**config.mk**
```make
export PLATFORM = sky130hd
export DESIGN_NAME = mck_clock_hold
export DESIGN_NICKNAME = d
export VERILOG_FILES = /design/src/mck_pkg.sv /design/src/mck_clock_hold.sv
export SDC_FILE = /design/constraint.sdc
export NUM_CORES = 1
export LEC_CHECK = 0
export BUFFER_PORTS_ARGS = -buffer_cell sky130_fd_sc_hd__buf_2
export CORE_MARGIN = 1.5
export CORE_UTILIZATION = 40
export CTS_CLUSTER_SIZE = 16
export DETAILED_ROUTE_END_ITERATION = 7
export PLACE_DENSITY = 0.81
export SLEW_MARGIN = 10
export SYNTH_ARGS = -nofsm -noshare
export SYNTH_HDL_FRONTEND = slang
export SYNTH_SLANG_ARGS = --single-unit
```
**constraint.sdc**
```tcl
create_clock -name ref_clk -period 2.5 [get_ports ref_clk]
set_clock_uncertainty 0.2 [all_clocks]
set_input_delay 0.75 -clock ref_clk [delete_from_list [all_inputs] [get_ports ref_clk]]
set_output_delay 0.75 -clock ref_clk [all_outputs]
set_load 0.03 [all_outputs]
```
**src/mck_pkg.sv**
```systemverilog
package mck_pkg;

  // ----------------------------------------------------------------
  // register map
  // ----------------------------------------------------------------
  localparam logic [31:0] MCK_ADDR_CTRL1 = 32'h0000_0000;
  localparam logic [31:0] MCK_ADDR_CTRL2 = 32'h0000_0004;
  localparam logic [31:0] MCK_ADDR_STATUS = 32'h0000_0008;

  // ----------------------------------------------------------------
  // field encodings
  // ----------------------------------------------------------------
  localparam logic [1:0] MCK_MODE_RUN = 2'h0;
  localparam logic [1:0] MCK_MODE_LOW = 2'h1;
  localparam logic [1:0] MCK_MODE_HIZ = 2'h2;
  localparam logic [1:0] MCK_DIV_1 = 2'h0;
  localparam logic [1:0] MCK_DIV_2 = 2'h1;
  localparam logic [1:0] MCK_DIV_4 = 2'h2;

  // ----------------------------------------------------------------
  // bus constants
  // ----------------------------------------------------------------
  localparam logic [1:0] MCK_HTRANS_NONSEQ = 2'h2;
  localparam logic [2:0] MCK_HSIZE_WORD = 3'h2;
  localparam logic [31:0] MCK_RDATA_ZERO = 32'h0000_0000;

  // ----------------------------------------------------------------
  // register layouts
  // ----------------------------------------------------------------
  typedef struct packed {
    logic [1:0] mode;
  } mck_ctrl1_t;

  typedef struct packed {
    logic [1:0] div;
    logic [1:0] mode;
  } mck_ctrl2_t;

  typedef struct packed {
    logic holdActive;
    logic srcExternal;
    logic strapHold;
    logic strapValid;
  } mck_status_t;

  localparam mck_ctrl1_t MCK_CTRL1_RST = '{mode: MCK_MODE_HIZ};
  localparam mck_ctrl2_t MCK_CTRL2_RST = '{div: MCK_DIV_4, mode: MCK_MODE_RUN};

  localparam logic [1:0] MCK_DIVCNT_RST = 2'h0;
  localparam logic [1:0] MCK_DIVCNT_STEP = 2'h1;

endpackage

```
**src/mck_clock_hold.sv**
```systemverilog
// Our own choices: the register offsets and the AHB-Lite register port.
`timescale 1ns/1ps
module mck_clock_hold (
  // clock and resets
  input wire logic ref_clk,
  input wire logic rstn,
  input wire logic porN,
  // ahb-lite slave
  input wire logic hsel,
  input wire logic [31:0] haddr,
  input wire logic [1:0] htrans,
  input wire logic hwrite,
  input wire logic [2:0] hsize,
  input wire logic [31:0] hwdata,
  input wire logic hready,
  output logic hreadyout,
  output logic [31:0] hrdata,
  output logic hresp,
  // straps and clock sources
  input wire logic resetConfigStrap,
  input wire logic memifClockSourceSelect,
  input wire logic memifExternalClockIn,
  input wire logic internalSystemClockThree,
  // bus release
  input wire logic busReleaseRequestN,
  output logic memifBusOe,
  // shared parallel port pin
  input wire logic sharedParallelPortPinIn,
  output logic sharedParallelPortPinOut,
  output logic sharedParallelPortPinOe,
  output logic parallelPortIoLine,
  // memory interface clock outputs
  output logic memifClockOutFirstOut,
  output logic memifClockOutFirstOe,
  output logic memifClockOutSecondOut,
  output logic memifClockOutSecondOe
);

  // ----------------------------------------------------------------
  // helpers
  // ----------------------------------------------------------------
  function automatic logic addrHit(input logic [31:0] a, input logic [31:0] base);
    addrHit = (a == base);
  endfunction

  function automatic logic divTap(input logic [1:0] div, input logic lvl, input logic [1:0] cnt);
    if (div == mck_pkg::MCK_DIV_1) begin
      divTap = lvl;
    end else if (div == mck_pkg::MCK_DIV_2) begin
      divTap = cnt[0];
    end else begin
      divTap = cnt[1];
    end
  endfunction

  // ----------------------------------------------------------------
  // synchronisers
  // ----------------------------------------------------------------
  // kept on the power-on reset so straps and clocks are tracked while rstn is low;
  // external clocks must stay below a quarter of ref_clk to be seen reliably
  logic strapS1, strapS2;
  logic srcS1, srcS2;
  logic eclkS1, eclkS2, eclkS3;
  logic sclkS1, sclkS2, sclkS3;
  logic reqS1, reqS2;
  logic pinS1, pinS2;

  always_ff @(posedge ref_clk or negedge porN) begin
    if (!porN) begin
      strapS1 <= 1'b0;
      strapS2 <= 1'b0;
      srcS1 <= 1'b0;
      srcS2 <= 1'b0;
      reqS1 <= 1'b1;
      reqS2 <= 1'b1;
      pinS1 <= 1'b0;
      pinS2 <= 1'b0;
    end else begin
      strapS1 <= resetConfigStrap;
      strapS2 <= strapS1;
      srcS1 <= memifClockSourceSelect;
      srcS2 <= srcS1;
      reqS1 <= busReleaseRequestN;
      reqS2 <= reqS1;
      pinS1 <= sharedParallelPortPinIn;
      pinS2 <= pinS1;
    end
  end

  always_ff @(posedge ref_clk or negedge porN) begin
    if (!porN) begin
      eclkS1 <= 1'b0;
      eclkS2 <= 1'b0;
      eclkS3 <= 1'b0;
      sclkS1 <= 1'b0;
      sclkS2 <= 1'b0;
      sclkS3 <= 1'b0;
    end else begin
      eclkS1 <= memifExternalClockIn;
      eclkS2 <= eclkS1;
      eclkS3 <= eclkS2;
      sclkS1 <= internalSystemClockThree;
      sclkS2 <= sclkS1;
      sclkS3 <= sclkS2;
    end
  end

  // ----------------------------------------------------------------
  // memory interface clock source
  // ----------------------------------------------------------------
  logic memifClkLvl;
  logic memifClkPrev;
  logic memifRise;

  assign memifClkLvl = srcS2 ? eclkS2 : sclkS2;
  assign memifClkPrev = srcS2 ? eclkS3 : sclkS3;
  assign memifRise = memifClkLvl & ~memifClkPrev;

  // ----------------------------------------------------------------
  // strap capture
  // ----------------------------------------------------------------
  // taken on the first edge after release; the synchroniser has followed the
  // strap all through reset, so this is the level held during reset
  logic strapValid;
  logic strapHold;
  logic strapSrc;

  always_ff @(posedge ref_clk or negedge rstn) begin
    if (!rstn) begin
      strapValid <= 1'b0;
      strapHold <= 1'b0;
      strapSrc <= 1'b0;
    end else if (!strapValid) begin
      strapValid <= 1'b1;
      strapHold <= strapS2;
      strapSrc <= srcS2;
    end
  end

  // ----------------------------------------------------------------
  // ahb-lite slave
  // ----------------------------------------------------------------
  logic dataWrite;
  logic [31:0] dataAddr;
  mck_pkg::mck_ctrl1_t ctrl1;
  mck_pkg::mck_ctrl2_t ctrl2;
  mck_pkg::mck_status_t status;
  logic eclkFollow;
  logic addrPhase;

  assign hreadyout = 1'b1;
  assign hresp = 1'b0;
  assign addrPhase = hsel & hready & (htrans == mck_pkg::MCK_HTRANS_NONSEQ);

  always_ff @(posedge ref_clk or negedge rstn) begin
    if (!rstn) begin
      dataWrite <= 1'b0;
      dataAddr <= mck_pkg::MCK_RDATA_ZERO;
    end else begin
      dataWrite <= addrPhase & hwrite & (hsize == mck_pkg::MCK_HSIZE_WORD);
      dataAddr <= haddr;
    end
  end

  always_ff @(posedge ref_clk or negedge rstn) begin
    if (!rstn) begin
      hrdata <= mck_pkg::MCK_RDATA_ZERO;
    end else if (addrPhase & ~hwrite) begin
      if (addrHit(haddr, mck_pkg::MCK_ADDR_CTRL1)) begin
        hrdata <= {30'h0000_0000, ctrl1};
      end else if (addrHit(haddr, mck_pkg::MCK_ADDR_CTRL2)) begin
        hrdata <= {28'h000_0000, ctrl2};
      end else if (addrHit(haddr, mck_pkg::MCK_ADDR_STATUS)) begin
        hrdata <= {28'h000_0000, status};
      end else begin
        hrdata <= mck_pkg::MCK_RDATA_ZERO;
      end
    end
  end

  // ----------------------------------------------------------------
  // control registers
  // ----------------------------------------------------------------
  // the post-reset pattern is loaded in the capture cycle; a bus write in the
  // same cycle is impossible since no transfer completes that early
  always_ff @(posedge ref_clk or negedge rstn) begin
    if (!rstn) begin
      ctrl1 <= mck_pkg::MCK_CTRL1_RST;
      eclkFollow <= 1'b0;
    end else if (!strapValid) begin
      if (!strapS2 && !srcS2) begin
        ctrl1.mode <= mck_pkg::MCK_MODE_HIZ;
        eclkFollow <= 1'b0;
      end else begin
        ctrl1.mode <= mck_pkg::MCK_MODE_RUN;
        eclkFollow <= 1'b1;
      end
    end else if (dataWrite && addrHit(dataAddr, mck_pkg::MCK_ADDR_CTRL1)) begin
      ctrl1 <= hwdata[1:0];
      eclkFollow <= 1'b0;
    end
  end

  always_ff @(posedge ref_clk or negedge rstn) begin
    if (!rstn) begin
      ctrl2 <= mck_pkg::MCK_CTRL2_RST;
    end else if (!strapValid) begin
      ctrl2.div <= mck_pkg::MCK_DIV_4;
      if (!strapS2 && !srcS2) begin
        ctrl2.mode <= mck_pkg::MCK_MODE_LOW;
      end else begin
        ctrl2.mode <= mck_pkg::MCK_MODE_RUN;
      end
    end else if (dataWrite && addrHit(dataAddr, mck_pkg::MCK_ADDR_CTRL2)) begin
      ctrl2 <= hwdata[3:0];
    end
  end

  // ----------------------------------------------------------------
  // first clock output
  // ----------------------------------------------------------------
  // right after a reset with the strap or the source select high it mirrors the external input until software rewrites
  // the mode, even when the interface itself runs from the internal clock
  logic clk1Src;

  assign clk1Src = eclkFollow ? eclkS2 : memifClkLvl;

  always_ff @(posedge ref_clk or negedge rstn) begin
    if (!rstn) begin
      memifClockOutFirstOut <= 1'b0;
      memifClockOutFirstOe <= 1'b0;
    end else begin
      case (ctrl1.mode)
        mck_pkg::MCK_MODE_RUN: begin
          memifClockOutFirstOut <= clk1Src;
          memifClockOutFirstOe <= 1'b1;
        end
        mck_pkg::MCK_MODE_LOW: begin
          memifClockOutFirstOut <= 1'b0;
          memifClockOutFirstOe <= 1'b1;
        end
        default: begin
          memifClockOutFirstOut <= 1'b0;
          memifClockOutFirstOe <= 1'b0;
        end
      endcase
    end
  end

  // ----------------------------------------------------------------
  // second clock output
  // ----------------------------------------------------------------
  // on the power-on reset so the divider keeps running while rstn is low
  logic [1:0] divCnt;

  always_ff @(posedge ref_clk or negedge porN) begin
    if (!porN) begin
      divCnt <= mck_pkg::MCK_DIVCNT_RST;
    end else if (memifRise) begin
      divCnt <= divCnt + mck_pkg::MCK_DIVCNT_STEP;
    end
  end

  always_ff @(posedge ref_clk or negedge porN) begin
    if (!porN) begin
      memifClockOutSecondOut <= 1'b0;
      memifClockOutSecondOe <= 1'b0;
    end else begin
      case (ctrl2.mode)
        mck_pkg::MCK_MODE_RUN: begin
          memifClockOutSecondOut <= divTap(ctrl2.div, memifClkLvl, divCnt);
          memifClockOutSecondOe <= 1'b1;
        end
        mck_pkg::MCK_MODE_LOW: begin
          memifClockOutSecondOut <= 1'b0;
          memifClockOutSecondOe <= 1'b1;
        end
        default: begin
          memifClockOutSecondOut <= 1'b0;
          memifClockOutSecondOe <= 1'b0;
        end
      endcase
    end
  end

  // ----------------------------------------------------------------
  // bus release handshake
  // ----------------------------------------------------------------
  // the bus is floated before the acknowledge goes out and driven again one
  // cycle after it is withdrawn, so the two masters never overlap
  typedef enum logic [1:0] {HOLD_RUN, HOLD_FLOAT, HOLD_HELD, HOLD_RESUME} mck_hold_t;
  mck_hold_t holdState;

  always_ff @(posedge ref_clk or negedge rstn) begin
    if (!rstn) begin
      holdState <= HOLD_RUN;
    end else begin
      case (holdState)
        HOLD_RUN: begin
          if (strapValid && strapHold && !reqS2) begin
            holdState <= HOLD_FLOAT;
          end
        end
        HOLD_FLOAT: begin
          holdState <= HOLD_HELD;
        end
        HOLD_HELD: begin
          if (reqS2) begin
            holdState <= HOLD_RESUME;
          end
        end
        default: begin
          holdState <= HOLD_RUN;
        end
      endcase
    end
  end

  assign memifBusOe = (holdState == HOLD_RUN);

  // ----------------------------------------------------------------
  // shared pin
  // ----------------------------------------------------------------
  always_ff @(posedge ref_clk or negedge rstn) begin
    if (!rstn) begin
      sharedParallelPortPinOe <= 1'b0;
      sharedParallelPortPinOut <= 1'b0;
      parallelPortIoLine <= 1'b0;
    end else if (strapValid && strapHold) begin
      sharedParallelPortPinOe <= 1'b1;
      sharedParallelPortPinOut <= !(holdState == HOLD_HELD && !reqS2);
      parallelPortIoLine <= 1'b0;
    end else begin
      sharedParallelPortPinOe <= 1'b0;
      sharedParallelPortPinOut <= 1'b0;
      parallelPortIoLine <= pinS2;
    end
  end

  assign status = '{holdActive: (holdState == HOLD_HELD), srcExternal: srcS2,
                    strapHold: strapHold, strapValid: strapValid};

endmodule // mck_clock_hold

```
==> results.md <==
- Placed cell count: 359
- Die Y: 85.86 um
- Clk pwr share: 37.1%
- Commonest non-fill, non-tap cell in the layout: dfrtp_1
- Worst rel slew slack: 59.97%
- First-pass GRT wire length: 7.900 mm
- # IOs: 123
- Vias in the first global route: 1684
- Fin. Hold Viols: 0
- Via count: 1785
- Vias per inst: 4.760
- Largest family of logic cells by synthesized area: simple AND/OR/NAND/NOR gates
- Hold crit path type: primary input to async pin
- Synth Instances: 216
- Setup Crit Path Kind: flop to primary output
- Largest fanout on the critical path: 3
- Fmax: 454.4 MHz
- H-tree levels: 3
- CTS Buffer Depth: 2
- Setup tns final: 0 ns
- ANT cells: 0
- Post-route ant nets: 0
- Proportion of layout cells with a drive suffix above 1: 32.20%
- Fin crit period: 2.201 ns
- Final WL: 4.898 mm
- Clock insertion delay at the later pin of the skew report: 0.34 ns
- Post-CTS resize count: 0
- Die width: 85.86 um
- CTS tree: built
- CORE AREA: 6719 um^2
- Peak supply drop: 332.0 uV
- FILL cells: 599
- Fin crit share: 88.03%
- WP data required: 1.55 ns
- Yosys cell types: 40
- Avg Cell Area, Syn: 12.71 um^2
- CTS Buf Count: 9
- Drt first pass iters: 4
- # DRC: 0
- Synth Area in XOR/XNOR: 0.6378%
- Startpoint types: flop
- Final non-filler cell total: 375
- # Post-CTS Setup Buffers: 0
- Psw: 0.0007101 W
- # setup viols final: 0
- Sequential Power Share: 48.3%
- Fin Hold WS: 0.1210 ns
- Largest net degree at the start of global routing: 29
- Status: finished, final reports clean
- Sw Ratio: 26.58%
- Fin. max-slew vios: 0
- Share of the core filled with cells: 49.05%
- Synthesis-stage register bit count: 71
- Yosys warns: 0
- Synth Area in Compound Gates: 5.695%
- Starting Density: 40.88%
- Most frequent cells in the layout: 67 x dfrtp_1, 64 x buf_2, 31 x conb_1, 15 x nand2_1, 14 x nor4_1
- Post-synthesis simple-gate area fraction: 14.44%
- Unrepaired setup endpoints after global routing: no
- Post-synthesis cell area: 2746 um^2
- Full die area: 7372 um^2
- Pwr per Cell Area: 810.6 nW/um^2
- GP Congestion: 0.7743
- Nets: 374
- Clock Tree Root: clkbuf_8
- Register area share after synthesis: 64.87%
- Placed Area: 3074 um^2
- IO Port Bufs: 64
- GRT overflow: 0
- Initial antenna violation count: 0
- Hold Buf Count CTS: 0
- Internal power: 0.001961 W
- Cell leakage power: 1.578 nW
- Post-synthesis mux area share: 2.597%
- DRT iter0 DRCs: 116
- Combinational power share: 14.5%
- Drt wl/cell: 13.06 um
- Maxcap violations: 0
- Fin area: 3296 um^2
- Area Overhead vs Synth: 20.00%
- DP Wirelength: 3.755 mm
- Clk pin slew, worst setup/hold paths: 0.07 ns
- Worst Tran Pin Value: 0.6004 ns
- Worst setup EP type: primary output
- Crit path DAT: 1.25 ns
- Global Route Usage Sum: 14.57%
- Adder-Cell Fraction of Synth Area: 1.367%
- Cell Rows: 30
- Clock sinks: 71
-- synth_stat cells, drive strengths merged --
library cell | instances | share of area [%]
mux2 | 1 | 0.41
conb | 2 | 0.27
nor2 | 7 | 0.96
nand4b | 1 | 0.32
o32ai | 1 | 0.32
nor3 | 7 | 1.5
or3 | 2 | 0.46
inv | 11 | 1.5
xor2 | 1 | 0.32
a32o | 2 | 0.73
buf | 30 | 8.2
nand4 | 3 | 0.91
ha | 3 | 1.4
o21ai | 5 | 0.91
o2bb2ai | 2 | 0.64
a31oi | 3 | 0.68
o22ai | 3 | 0.68
clkbuf | 3 | 0.41
a311o | 1 | 0.36
nor4 | 17 | 4.6
nor2b | 2 | 0.46
a21oi | 1 | 0.18
nor4b | 2 | 0.64
dfstp | 4 | 3.8
xnor2 | 1 | 0.32
nand2 | 15 | 2.0
a2bb2oi | 2 | 0.64
nand2b | 1 | 0.23
nand4bb | 1 | 0.41
and2 | 2 | 0.46
o21a | 1 | 0.27
and4 | 4 | 1.3
or2 | 1 | 0.23
o211ai | 1 | 0.27
mux2i | 6 | 2.2
dfrtp | 67 | 61
-- critical path: stages, from the launching register on --
cell	delay (ns)
dfrtp_1	0.40
inv_1	0.11
ha_1	0.19
buf_2	0.21
-- per-layer routing --
layer,routed length (um),share of wire (%),track usage [%]
met1,2107,43,17.75
met2,2399,49,22.26
met3,333,6.8,7.026
met4,57,1.2,6.012
met5,0,0,0
-- cell type report --
class                   count  area [um^2]  share of cell area (%)
clock buffers              10        137.6                   4.176
clock inverters             6        83.83                   2.544
inverters                  11        41.29                   1.253
multi-input cells         130        795.8                   24.15
flip-flops and latches     71         1782                   54.06
well taps                  80        100.1                   3.037
repair buffers             67        355.3                   10.78
-- power groups by stage --
stage	registers (W)	clock network, W	logic [W]
6_report	0.00129	0.000992	0.000389
5_1_grt	0.00130	0.00108	0.000424
4_1_cts	0.00129	0.00102	0.000392
3_5_place_dp	0.00131	0	0.000387
3_3_place_gp	0.00131	0	0.000371
2_1_floorplan	0.00133	0	0.000265
-- cell families after synthesis --
family	after synthesis
compound gates	22
xor+xnor	2
fa+ha+maj	3
buf+inv	44
flops	71
mux	7
other cells	2
simple gates	65
-- registers in the layout (all words and copies together), names as in the netlist, 2 cells and up --
| signal | count |
|---|---|
| dataAddr | 32 |
| divCnt | 2 |
| ctrl1 | 2 |
| holdState | 2 |
| hrdata | 4 |
| ctrl2 | 4 |
-- worst paths after layout --
kind	depth (start not counted)	slack, ns	from	end
setup / recovery	3	0.30	holdState[0]$_DFFE_PN0P_	memifBusOe
hold / removal	1	0.12	porN	memifClockOutSecondOut$_DFF_PN0_
setup reg to reg	4	0.52	dataAddr[21]$_DFF_PN0_	ctrl1[0]$_DFFE_PN0P_
hold reg to reg	0	0.15	pinS1$_DFF_PN0_	pinS2$_DFF_PN0_
max in group asynchronous	2	1.33	rstn	dataAddr[17]$_DFF_PN0_
min in group ref_clk	0	0.15	pinS1$_DFF_PN0_	pinS2$_DFF_PN0_
-- stage by stage --
step / total power [W] / setup slack (ns)
after CTS: 0.002703 / 0.2732
after floorplan: 0.001595 / 0.3660
after detailed placement: 0.001699 / 0.1192
after global routing: 0.002810 / 0.2380
after global placement: 0.001678 / 0.1425
final: 0.002672 / 0.2993
(Power assumes the default switching activity.)
